`config.mk`:
```
export PLATFORM = sky130hd
export DESIGN_NAME = done_device_flat
export DESIGN_NICKNAME = d
export VERILOG_FILES = /design/src/include/done_signal_pkg.sv /design/src/include/done_signal_if.sv /design/src/verilog/done_device.sv /design/src/flat_wrapper.sv
export SDC_FILE = /design/constraint.sdc
export NUM_CORES = 1
export LEC_CHECK = 0
export BUFFER_PORTS_ARGS = -buffer_cell sky130_fd_sc_hd__clkbuf_2
export CAP_MARGIN = 0
export CORE_AREA = 2 2 39 41
export CTS_CLUSTER_DIAMETER = 60
export DETAILED_ROUTE_END_ITERATION = 6
export DIE_AREA = 0 0 41 43
export SLEW_MARGIN = 25
export SYNTH_ARGS = -nofsm -noshare
export SYNTH_HDL_FRONTEND = slang
export SYNTH_SLANG_ARGS = --single-unit
export TNS_END_PERCENT = 1
```
`constraint.sdc`:
```
create_clock -name core_clk_i -period 1.35 [get_ports core_clk_i]
set_input_delay 0.27 -clock core_clk_i [delete_from_list [all_inputs] [get_ports core_clk_i]]
set_output_delay 0.27 -clock core_clk_i [all_outputs]
set_load 0.05 [all_outputs]
```
`src/include/done_signal_pkg.sv`:
```
package done_signal_pkg;
  // operation kinds that end in a completion report
  typedef enum logic [1:0] {
    OP_PROGRAM = 2'h0,
    OP_ERASE = 2'h1,
    OP_LOAD = 2'h2
  } op_kind_t;

  // configuration defaults
  localparam logic POLARITY_RESET = 1'h1;
  localparam logic OUTPUT_ENABLE_RESET = 1'h1;
  localparam logic AUTO_MODE_RESET = 1'h0;
  // status bit value after reset, before boot copy is done
  localparam logic DONE_BIT_RESET = 1'h0;
endpackage

```
`src/include/done_signal_if.sv`:
```
`timescale 1ns/1ps
interface done_signal_if;
  // completion pin, driven value and enable plus resolved wire level
  logic done_pin_o;
  logic done_pin_oe;
  logic done_pin_level;
  // status bit as seen by the host over the register path
  logic done_status;
  // host side register actions
  logic clear_status;
  logic command_write;
  done_signal_pkg::op_kind_t command_kind;

  // wire level: driven value, else floats (seen as low here)
  assign done_pin_level = done_pin_oe ? done_pin_o : 1'b0;

  modport device_end (
    output done_pin_o,
    output done_pin_oe,
    output done_status,
    input clear_status,
    input command_write,
    input command_kind
  );

  modport host_end (
    input done_pin_level,
    input done_status,
    output clear_status,
    output command_write,
    output command_kind
  );
endinterface

```
`src/verilog/done_device.sv`:
```
`timescale 1ns/1ps
// Function
// [RULE1] idle, default polarity: pin held high
// [RULE2] normal mode: host clears bit before command
// [RULE3] cleared bit drives pin low
// [RULE4] auto mode: device clears bit on command
// [RULE5] operation finished: bit and pin high
// [RULE6] program, erase, load all report completion
// [RULE7] pin driven both levels, not open-drain
// [RULE8] host takes pin rising edge as done
// [RULE9] host may poll bit until high
// [RULE10] polling host should disable pin output
// [RULE11] cold reset: high after copy and reset
// [RULE12] defaults: output enabled, polarity one
// [RULE13] inverted polarity drives inverse of bit
// [RULE14] output disabled: pin floats, bit updates
module done_device (
  // clock and reset
  input wire logic core_clk_i,
  input wire logic rstn_i,
  // link to host
  done_signal_if.device_end link,
  // configuration
  input wire logic polarity_i,
  input wire logic done_pin_output_enable_i,
  input wire logic auto_mode_i,
  // reset pin and boot copy status
  input wire logic hard_reset_input_n_i,
  input wire logic boot_copy_done_i,
  // internal controller
  input wire logic op_finished_i,
  output logic op_start_o,
  output done_signal_pkg::op_kind_t op_kind_o
);
  // status bit
  logic done_bit;
  logic next_done_bit;
  // boot wait
  logic boot_pending;
  logic next_boot_pending;
  // operation in progress
  logic busy;
  logic next_busy;
  done_signal_pkg::op_kind_t next_op_kind;
  // reset pin synchroniser
  logic reset_pin_meta;
  logic next_reset_pin_meta;
  logic reset_pin_sync;
  logic next_reset_pin_sync;

  // boot wait over: copy done and reset pin released
  function automatic logic boot_released(
    input logic pending,
    input logic copy_done,
    input logic pin_released
  );
    boot_released = pending && copy_done && pin_released;
  endfunction

  // command taken: write strobe, idle, boot wait over
  function automatic logic command_taken(
    input logic write,
    input logic is_busy,
    input logic pending
  );
    command_taken = write && !is_busy && !pending;
  endfunction

  // operation over: controller report while busy
  function automatic logic operation_ends(
    input logic is_busy,
    input logic finished
  );
    operation_ends = is_busy && finished;
  endfunction

  // pin level: follows the bit, or its inverse
  function automatic logic pin_drive(
    input logic bit_value,
    input logic polarity
  );
    pin_drive = polarity ? bit_value : ~bit_value;
  endfunction

  // reset pin synchroniser next values
  always_comb
  begin
    next_reset_pin_meta = hard_reset_input_n_i;
    next_reset_pin_sync = reset_pin_meta;
  end

  // two flops before any logic reads the pin
  always_ff @(posedge core_clk_i or negedge rstn_i)
  begin
    if (!rstn_i)
    begin
      reset_pin_meta <= 1'b0;
      reset_pin_sync <= 1'b0;
    end
    else
    begin
      reset_pin_meta <= next_reset_pin_meta;
      reset_pin_sync <= next_reset_pin_sync;
    end
  end

  // boot wait ends whichever of copy and pin comes later
  always_comb
  begin
    next_boot_pending = boot_pending;
    if (boot_released(boot_pending, boot_copy_done_i, reset_pin_sync)) // [RULE11]
      next_boot_pending = 1'b0;
  end

  // boot wait register
  always_ff @(posedge core_clk_i or negedge rstn_i)
  begin
    if (!rstn_i)
    begin
      boot_pending <= 1'b1;
    end
    else
    begin
      boot_pending <= next_boot_pending;
    end
  end

  // busy from command taken until the controller reports
  always_comb
  begin
    next_busy = busy;
    if (command_taken(link.command_write, busy, boot_pending))
      next_busy = 1'b1;
    if (operation_ends(busy, op_finished_i))
      next_busy = 1'b0;
  end

  // busy register
  always_ff @(posedge core_clk_i or negedge rstn_i)
  begin
    if (!rstn_i)
    begin
      busy <= 1'b0;
    end
    else
    begin
      busy <= next_busy;
    end
  end

  // kind of the running operation, kept for the controller
  always_comb
  begin
    next_op_kind = op_kind_o;
    if (command_taken(link.command_write, busy, boot_pending))
      next_op_kind = link.command_kind; // [RULE6]
  end

  // operation kind register
  always_ff @(posedge core_clk_i or negedge rstn_i)
  begin
    if (!rstn_i)
    begin
      op_kind_o <= done_signal_pkg::OP_PROGRAM;
    end
    else
    begin
      op_kind_o <= next_op_kind;
    end
  end

  // status bit: host or auto clear, set on finish
  always_comb
  begin
    next_done_bit = done_bit;
    if (boot_released(boot_pending, boot_copy_done_i, reset_pin_sync))
      next_done_bit = 1'b1; // [RULE11]
    if (!boot_pending && link.clear_status)
      next_done_bit = 1'b0; // [RULE3]
    if (auto_mode_i && command_taken(link.command_write, busy, boot_pending))
      next_done_bit = 1'b0; // [RULE4]
    // finish wins over a same-cycle clear
    if (operation_ends(busy, op_finished_i))
      next_done_bit = 1'b1; // [RULE5]
  end

  // status bit register
  always_ff @(posedge core_clk_i or negedge rstn_i)
  begin
    if (!rstn_i)
    begin
      done_bit <= done_signal_pkg::DONE_BIT_RESET;
    end
    else
    begin
      done_bit <= next_done_bit;
    end
  end

  // start pulse to the internal controller
  assign op_start_o = command_taken(link.command_write, busy, boot_pending);
  // status bit as the host reads it
  assign link.done_status = done_bit; // [RULE9]

  // pin: push-pull at both levels, polarity applied
  assign link.done_pin_o = pin_drive(done_bit, polarity_i); // [RULE1] [RULE13] [RULE12]
  // pin floats while its output is disabled
  assign link.done_pin_oe = done_pin_output_enable_i; // [RULE7] [RULE14]
endmodule

```
`src/flat_wrapper.sv`:
```
// flat-port wrapper written by rule: the top's interface ports become plain ports
module done_device_flat 
  (core_clk_i, rstn_i, polarity_i, done_pin_output_enable_i, auto_mode_i, hard_reset_input_n_i, boot_copy_done_i, op_finished_i, op_start_o, op_kind_o, link_done_pin_o, link_done_pin_oe, link_done_status, link_clear_status, link_command_write, link_command_kind);
  done_signal_if link_i ();
  input wire logic core_clk_i;
  input wire logic rstn_i;
  input wire logic polarity_i;
  input wire logic done_pin_output_enable_i;
  input wire logic auto_mode_i;
  input wire logic hard_reset_input_n_i;
  input wire logic boot_copy_done_i;
  input wire logic op_finished_i;
  output logic op_start_o;
  output done_signal_pkg::op_kind_t op_kind_o;
  output wire logic [$bits(link_i.done_pin_o)-1:0] link_done_pin_o;
  output wire logic [$bits(link_i.done_pin_oe)-1:0] link_done_pin_oe;
  output wire logic [$bits(link_i.done_status)-1:0] link_done_status;
  input wire logic [$bits(link_i.clear_status)-1:0] link_clear_status;
  input wire logic [$bits(link_i.command_write)-1:0] link_command_write;
  input wire logic [$bits(link_i.command_kind)-1:0] link_command_kind;
  assign link_done_pin_o = link_i.done_pin_o;
  assign link_done_pin_oe = link_i.done_pin_oe;
  assign link_done_status = link_i.done_status;
  assign link_i.clear_status = link_clear_status;
  assign link_i.command_write = link_command_write;
  assign link_i.command_kind = link_command_kind;
  done_device u_core (.core_clk_i(core_clk_i), .rstn_i(rstn_i), .link(link_i), .polarity_i(polarity_i), .done_pin_output_enable_i(done_pin_output_enable_i), .auto_mode_i(auto_mode_i), .hard_reset_input_n_i(hard_reset_input_n_i), .boot_copy_done_i(boot_copy_done_i), .op_finished_i(op_finished_i), .op_start_o(op_start_o), .op_kind_o(op_kind_o));
endmodule
```
==> results of run 1 <==
[layout make-up]
class	instances	area (um^2)	area share
flip-flops and latches	7	176.4	0.3863
repair buffers	18	116.4	0.2548
multi-input cells	11	113.9	0.2493
clock buffers	4	26.28	0.05753
well taps	16	20.02	0.04384
inverters	1	3.754	0.008219
[how the worst max path moves through the flow]
stage                                to  slack, ps                 from
finish                       op_start_o         40  u_core.boot_pending
global placement    u_core.op_kind_o[0]        170          u_core.busy
CTS                          op_start_o         -6  u_core.boot_pending
detailed placement  u_core.op_kind_o[1]        150          u_core.busy
global route                 op_start_o        -20          u_core.busy
floorplan           u_core.op_kind_o[0]       -130          u_core.busy
[flip-flops by register name (all words and copies together), names as in the netlist]
register / cells
u_core.busy: 1
u_core.link.done_status: 1
u_core.boot_pending: 1
u_core.reset_pin_sync: 1
u_core.op_kind_o: 2
u_core.next_reset_pin_sync: 1
[report_power, final]
part,leakage (nW),switching [mW],internal (mW)
clock network,0.0150,0.0767,0.113
registers,0.0814,0.0193,0.236
logic,0.131,0.138,0.0929
total,0.228,0.234,0.442
[cells in the final DEF (no fill, tap or decap)]
| master | count |
|---|---|
| sky130_fd_sc_hd__a21boi_0 | 1 |
| sky130_fd_sc_hd__a21o_2 | 1 |
| sky130_fd_sc_hd__a22oi_1 | 1 |
| sky130_fd_sc_hd__buf_4 | 2 |
| sky130_fd_sc_hd__buf_6 | 1 |
| sky130_fd_sc_hd__buf_8 | 1 |
| sky130_fd_sc_hd__clkbuf_1 | 1 |
| sky130_fd_sc_hd__clkbuf_2 | 13 |
| sky130_fd_sc_hd__clkbuf_4 | 3 |
| sky130_fd_sc_hd__dfrtp_1 | 6 |
| sky130_fd_sc_hd__dfstp_2 | 1 |
| sky130_fd_sc_hd__dlygate4sd3_1 | 1 |
| sky130_fd_sc_hd__inv_1 | 1 |
| sky130_fd_sc_hd__mux2_4 | 2 |
| sky130_fd_sc_hd__nand3_1 | 2 |
| sky130_fd_sc_hd__nand3b_1 | 2 |
| sky130_fd_sc_hd__nor3b_4 | 1 |
| sky130_fd_sc_hd__xnor2_2 | 1 |
[logic make-up (layout without fill, tap and decap cells)]
family                 Yosys count  count (layout)  share of synthesized area
AND/OR/NAND/NOR                  5               5                     0.1528
buffers and inverters            2              23                    0.03930
AO/OA/AOI/OAI                    3               3                    0.08299
multiplexers                     2               2                    0.07860
flip-flops                       7               7                     0.6157
XOR/XNOR                         1               1                    0.03057
[layer usage]
metal	GRT usage	part of all wire	wire (um)	up-vias
met4	0.04000	0.015	8	0
met5	0	0	0	-
met1	0.09333	0.46	249	99
met2	0.09688	0.40	218	18
met3	0.06283	0.13	72	2
li1	-	-	-	113
[worst max-delay path, stage by stage, from the launching register on]
cell	delay, ps
sky130_fd_sc_hd__dfstp_2	390
sky130_fd_sc_hd__nor3b_4	230
sky130_fd_sc_hd__buf_8	170
[repair_timing]
action	in CTS	in global routing
pin swaps	1	0
gates resized for setup	3	3
endpoints found under the setup margin	2	2
setup buffers	1	0
hold buffers	1	0
hold endpoints to repair	6	0
==> metrics.md, run 1 <==
| Metric | Value |
|---|---|
| Endpoint with the worst hold slack | `u_core.next_reset_pin_sync` |
| TritonCTS Sinks | `7` |
| Layout overhead on the synthesized area | `59.39%` |
| Number of I/O pins | `18` |
| Setup repair after global routing missed its margin | `true` |
| Number of iterations in the first detailed-routing pass | `2` |
| Syn_nets | `32` |
| Type of element capturing the critical path | `output pin` |
| Minimum setup slack among reg-to-reg paths | `150 ps` |
| CP max FO | `4` |
| Count of maximum capacitance violations | `0` |
| Fraction of layout instances using a drive strength above 1 | `0.6341` |
| Pins over their slew limit | `0` |
| Setup violation total in the final timing report | `0` |
| Final-stage net count | `54` |
| Final sum of negative setup slack | `0 ps` |
| LEAKAGE | `0.2276 nW` |
| # rows | `14` |
| Cells after DPL | `51` |
| Longest Clk Path Bufs | `2` |
| Number of clock buffers inserted by TritonCTS | `3` |
| Maximum level of the CTS H-tree | `1` |
| Global route overflow | `0` |
| Predominant post-synthesis flop cell | `sky130_fd_sc_hd__dfrtp_1` |
| Total routing resource utilization after global routing | `0.07817` |
| Mapped Area | `286.5 um^2` |
| Width of the die | `41 um` |
| Syn_area_per_cell | `14.33 um^2` |
| Power density relative to cell area | `1480 nW/um^2` |
| FF-to-FF Start | `u_core.boot_pending` |
| Die Span Y | `43 um` |
| Min-delay src | `hard_reset_input_n_i` |
| Placed inst area | `396.6 um^2` |
| Power consumption | `675.9 uW` |
| Clock-pin transition on the worst setup and hold timing paths | `50 ps` |
| Fin. Hold Viols | `0` |
| Worst slack at placement | `147.4 ps` |
| Number of remaining DRC errors | `0` |
| Vias in the first global route | `231` |
| Number of cells on the worst reg-to-reg path | `3` |
| Worst-case vdd ir drop | `0.6168 mV` |
| CTS tree | `built` |
| Buffers on Ports | `15` |
| Cells after synthesis | `20` |
| Worst Clk Skew | `5.085 ps` |
| Routed len/inst | `9.596 um` |
| Cell types occupying the most area after synthesis | `sky130_fd_sc_hd__dfrtp_1, sky130_fd_sc_hd__dfstp_2, sky130_fd_sc_hd__mux2_2` |
| Largest area contributor in the netlist | `sky130_fd_sc_hd__dfrtp_1` |
| Highest clock frequency the design can meet | `762.1 MHz` |
| Total number of vias | `232` |
| Violation count after the first detailed-route iteration | `3` |
| RR Endpoint | `u_core.op_kind_o[1]` |
| Non-filler cells in the finished layout | `57` |
| Share of synthesized registers carrying an async set or reset | `1.000` |
| Vias per std cell | `4.070` |
| Starting density of the core | `0.2071` |
| CTS root buf | `sky130_fd_sc_hd__clkbuf_4` |
| Smallest setup slack after layout | `37.78 ps` |
| Leading post-synthesis cells by instance count | `sky130_fd_sc_hd__dfrtp_1, sky130_fd_sc_hd__mux2_2, sky130_fd_sc_hd__nand3_1, sky130_fd_sc_hd__nand3b_1` |
| Wire length of the first global-routing pass | `848 um` |
| Final estimated routing congestion in global placement | `0.5960` |
| Initial antenna violation count | `0` |
| Filler Cells Inserted | `139` |
| Path category of the worst min-delay check | `in -> reg` |
| Number of antenna-violating nets in the routed design | `0` |
| Data arrival time of the critical path | `1040 ps` |
| Final wirelength | `547 um` |
| Final cycle utilization of the critical path | `0.9720` |
| Area fraction of the dominant cell type after synthesis | `0.5240` |
| Worst skew pair latency | `250 ps` |
| Run status | `finished clean` |
| Utilization of the core after routing | `0.3300` |
| Worst Path Required | `1080 ps` |
| Pin count of the biggest net entering global routing | `8` |
| Synthesis-stage register bit count | `7` |
| Placeable core region | `1384 um^2` |
| Worst hold stages | `1` |
| Number of enable-type register cells in the synthesized netlist | `0` |
| Most used standard cell by instance count after synthesis | `sky130_fd_sc_hd__dfrtp_1` |
| Final instance area | `456.7 um^2` |
| Sort of element at the start of the critical path | `flip-flop` |
| Pin slew with the least headroom to its limit | `275.3 ps` |
| Worst slew slack as a fraction of its limit | `0.8172` |
| Post-layout min period | `1312 ps` |
| Final worst hold slack | `130.5 ps` |
| Share of synthesized area occupied by flip-flops and latches | `0.6157` |
| Worst Path Class, Setup | `reg -> out` |
| Library cells used by synthesis | `12` |
| Yosys warnings | `0` |
| Number of antenna repair diodes | `0` |
| Area of the die | `1763 um^2` |
No activity file was read; power rests on OpenSTA's default activity.
==> run 2: changes to the inputs <==
Settings changed: ABC_AREA set to 1.
==> run 2 against run 1 <==
The run now ends with setup timing left. Sequential power up 3%. Flip-flop and latch count did not move. Register-to-register slack improved by 170 ps. Non-clock buffer count increased by 2. Wire length increased by 6.6%. Clock power shrank 3%. Utilization grew 2.7 points. Final cell count rose by 19%. Clock-buffer cell count stayed put. Via count is 13% higher. Cell area rose by 8.2%.
==> metrics.md, run 2 <==
| Metric | Value |
|---|---|
| Worst-case vdd ir drop | `0.6172 mV (was 0.6168 mV)` |
| Total number of vias | `261 (was 232)` |
| Vias in the first global route | `250 (was 231)` |
| Number of I/O pins | `18 (unchanged)` |
| Synthesis-stage register bit count | `7 (unchanged)` |
| Fin. Hold Viols | `0 (unchanged)` |
| Final cycle utilization of the critical path | `1.008 (was 0.9720)` |
| CTS tree | `built (unchanged)` |
| Number of antenna repair diodes | `0 (unchanged)` |
| Post-layout min period | `1361 ps (was 1312 ps)` |
| Metal-1 WL | `241 um (was 249 um)` |
| Combinational share of power | `0.385 (was 0.342)` |
| Number of iterations in the first detailed-routing pass | `2 (unchanged)` |
| Placeable core region | `1384 um^2 (unchanged)` |
| Sum of met2 wire segment lengths after detailed routing | `268 um (was 218 um)` |
| Total routing resource utilization after global routing | `0.08519 (was 0.07817)` |
| Routed len/inst | `8.574 um (was 9.596 um)` |
| Worst skew pair latency | `240 ps (was 250 ps)` |
| Sequential Power Share | `0.362 (was 0.378)` |
| Global route overflow | `0 (unchanged)` |
| Setup violation total in the final timing report | `1 (was 0)` |
| CTS root buf | `sky130_fd_sc_hd__clkbuf_4 (unchanged)` |
| TritonCTS Sinks | `7 (unchanged)` |
| Type of element capturing the critical path | `output pin (unchanged)` |
| Syn_area_per_cell | `10.05 um^2 (was 14.33 um^2)` |
| Starting density of the core | `0.2107 (was 0.2071)` |
| Share of power burned in the clock network | `0.253 (was 0.280)` |
| Worst slew slack as a fraction of its limit | `0.8158 (was 0.8172)` |
| Maximum level of the CTS H-tree | `1 (unchanged)` |
| Predominant post-synthesis flop cell | `sky130_fd_sc_hd__dfrtp_1 (unchanged)` |
| Violated checks | `setup timing` |
| Routed wl met3 | `73 um (was 72 um)` |
| Mapped Area | `291.5 um^2 (was 286.5 um^2)` |
| Most frequent standard cell in the layout excluding fill and tap cells | `sky130_fd_sc_hd__clkbuf_2 (unchanged)` |
| Syn_nets | `41 (was 32)` |
| Initial antenna violation count | `0 (unchanged)` |
| Non-filler cells in the finished layout | `68 (was 57)` |
| Count of maximum capacitance violations | `0 (unchanged)` |
| Highest Signal Layer | `met3 (was met4)` |
| Footprint of the multi-input gates | `108.9 um^2 (was 113.9 um^2)` |
| Number of remaining DRC errors | `0 (unchanged)` |
| Pins over their slew limit | `0 (unchanged)` |
| NetSw | `265.5 uW (was 234.3 uW)` |
| Pin count of the biggest net entering global routing | `8 (unchanged)` |
| Share of synthesized registers carrying an async set or reset | `1.000 (unchanged)` |
| Commonest non-fill, non-tap cells in the layout | `sky130_fd_sc_hd__clkbuf_2, sky130_fd_sc_hd__nand2_1, sky130_fd_sc_hd__dfrtp_1, sky130_fd_sc_hd__buf_4, sky130_fd_sc_hd__clkbuf_4 (was sky130_fd_sc_hd__clkbuf_2, sky130_fd_sc_hd__dfrtp_1, sky130_fd_sc_hd__clkbuf_4)` |
| Cells after DPL | `59 (was 51)` |
| Share of synthesized area occupied by flip-flops and latches | `0.6052 (was 0.6157)` |
| Library cells used by synthesis | `13 (was 12)` |
| Die Span Y | `43 um (unchanged)` |
| Path category of the worst min-delay check | `in -> reg (unchanged)` |
| Sequential cell area | `177.7 um^2 (was 176.4 um^2)` |
| Most used standard cell by instance count after synthesis | `sky130_fd_sc_hd__nand2_1 (was sky130_fd_sc_hd__dfrtp_1)` |
| Sort of element at the start of the critical path | `flip-flop (unchanged)` |
| DPL Wire Length | `446.4 um` |
| Switching share of power | `0.3666 (was 0.3466)` |
| Placed inst area | `397.9 um^2 (was 396.6 um^2)` |
| Wire length of the first global-routing pass | `972 um (was 848 um)` |
| Setup repair after global routing missed its margin | `true (unchanged)` |
| Yosys warnings | `0 (unchanged)` |
| Violation count after the first detailed-route iteration | `3 (unchanged)` |
| Final estimated routing congestion in global placement | `0.6666 (was 0.5960)` |
| Worst Path Class, Setup | `reg -> out (unchanged)` |
| Highest clock frequency the design can meet | `734.8 MHz (was 762.1 MHz)` |
| Smallest setup slack after layout | `-10.92 ps (was 37.78 ps)` |
| Filler Cells Inserted | `152 (was 139)` |
| Number of clock buffers inserted by TritonCTS | `3 (unchanged)` |
| Cells after synthesis | `29 (was 20)` |
| Longest Clk Path Bufs | `2 (unchanged)` |
| CP max FO | `2 (was 4)` |
| Register with the most flip-flops | `u_core.op_kind_o (unchanged)` |
| Vias per std cell | `3.838 (was 4.070)` |
| Data arrival time of the critical path | `1090 ps (was 1040 ps)` |
| Fraction of layout instances using a drive strength above 1 | `0.5577 (was 0.6341)` |
| P_int | `458.8 uW (was 441.6 uW)` |
| Pin slew with the least headroom to its limit | `277.4 ps (was 275.3 ps)` |
| Max FFs per register | `2 (unchanged)` |
| Clock-pin transition on the worst setup and hold timing paths | `50 ps (about the same)` |
| Largest area contributor in the netlist | `sky130_fd_sc_hd__dfrtp_1 (unchanged)` |
| LEAKAGE | `0.2594 nW (was 0.2276 nW)` |
| Number of antenna-violating nets in the routed design | `0 (unchanged)` |
| Power density relative to cell area | `1466 nW/um^2 (was 1480 nW/um^2)` |
| # rows | `14 (unchanged)` |
| Run status | `complete, but fails checks (was finished clean)` |
| Number of enable-type register cells in the synthesized netlist | `0 (unchanged)` |
| Cell types occupying the most area after synthesis | `sky130_fd_sc_hd__dfrtp_1, sky130_fd_sc_hd__nand2_1, sky130_fd_sc_hd__dfstp_2 (was sky130_fd_sc_hd__dfrtp_1, sky130_fd_sc_hd__dfstp_2, sky130_fd_sc_hd__mux2_2)` |
| Area of the die | `1763 um^2 (unchanged)` |
| Width of the die | `41 um (unchanged)` |
| Final wirelength | `583 um (was 547 um)` |
| Area fraction of the dominant cell type after synthesis | `0.5150 (was 0.5240)` |
| Leading post-synthesis cells by instance count | `sky130_fd_sc_hd__nand2_1, sky130_fd_sc_hd__dfrtp_1, sky130_fd_sc_hd__inv_2, sky130_fd_sc_hd__nand3_1 (was sky130_fd_sc_hd__dfrtp_1, sky130_fd_sc_hd__mux2_2, sky130_fd_sc_hd__nand3_1, sky130_fd_sc_hd__nand3b_1)` |
| Layout overhead on the synthesized area | `69.53% (was 59.39%)` |
| Worst Clk Skew | `1.358 ps (was 5.085 ps)` |
| Worst Path Required | `1080 ps (about the same)` |
| Final instance area | `494.2 um^2 (was 456.7 um^2)` |
| Buffers on Ports | `15 (unchanged)` |
| Final-stage net count | `65 (was 54)` |
==> run 2: path summary, 6_finish.rpt <==
check	slack (ps)	end	cells after the start	start
worst max register to register	320	u_core.busy	5	u_core.boot_pending
worst min register to register	350	u_core.reset_pin_sync	0	u_core.next_reset_pin_sync
worst max-delay path	-10	op_start_o	4	u_core.boot_pending
max in group asynchronous	730	u_core.boot_pending	2	rstn_i
min in group asynchronous	390	u_core.next_reset_pin_sync	2	rstn_i
worst min-delay path	130	u_core.next_reset_pin_sync	1	hard_reset_input_n_i
==> run 2: logic make-up (layout without fill, tap and decap cells) <==
group,Yosys count,count (layout),share of synthesized area
AO/OA/AOI/OAI,2,2,0.03430
XOR/XNOR,1,1,0.03005
buffers and inverters,5,28,0.08586
flip-flops,7,7,0.6052
AND/OR/NAND/NOR,14,14,0.2447
==> run 2: power groups by stage <==
stage / Clock, mW / Combinational [mW] / Sequential (mW)
after detailed placement: 0 / 0.235 / 0.265
after global routing: 0.211 / 0.297 / 0.267
after floorplan: 0 / 0.111 / 0.336
after CTS: 0.195 / 0.281 / 0.262
final: 0.183 / 0.279 / 0.262
after global placement: 0 / 0.235 / 0.265
==> run 2: what timing repair did <==
item	CTS	global route
pin swaps	0	0
hold buffers	1	0
cloned	0	0
setup endpoints to repair	2	2
gates resized for setup	5	1
setup buffers	4	0
endpoints found under the hold margin	6	0
==> run 2: final cells by class <==
| cell class | count | area share |
|---|---|---|
| clock buffers | 4 | 0.05316 |
| well taps | 16 | 0.04051 |
| flip-flops and latches | 7 | 0.3595 |
| repair buffers | 20 | 0.2911 |
| multi-input cells | 17 | 0.2203 |
| inverters | 4 | 0.03544 |
==> run 2: critical path, stage by stage, from the launching register on <==
cell and delay [ps]:
sky130_fd_sc_hd__dfstp_2 530, sky130_fd_sc_hd__inv_2 50, sky130_fd_sc_hd__nand3_4 60, sky130_fd_sc_hd__inv_4 40, sky130_fd_sc_hd__clkbuf_16 160
==> run 2: routing by layer <==
metal,vias up,global-route usage
li1,137,-
met1,111,0.09967
met2,13,0.1125
met3,0,0.04712
met4,0,0.06000
met5,-,0
==> run 2: per-stage QoR <==
| step | hold WS (ps) | setup TNS [ps] | utilization | setup WS (ps) | total power, mW |
|---|---|---|---|---|---|
| after floorplan | -25.59 | 0 | - | 42.95 | 0.4466 |
| after global placement | 112.8 | 0 | 0.2875 | 175.9 | 0.5001 |
| after detailed placement | 115.5 | 0 | 0.2875 | 166.1 | 0.5003 |
| after CTS | 118.8 | -22.54 | 0.3562 | -22.54 | 0.7379 |
| after global routing | 114.4 | -54.22 | 0.3571 | -54.22 | 0.7746 |
| final | 127.8 | -10.92 | 0.3571 | -10.92 | 0.7243 |
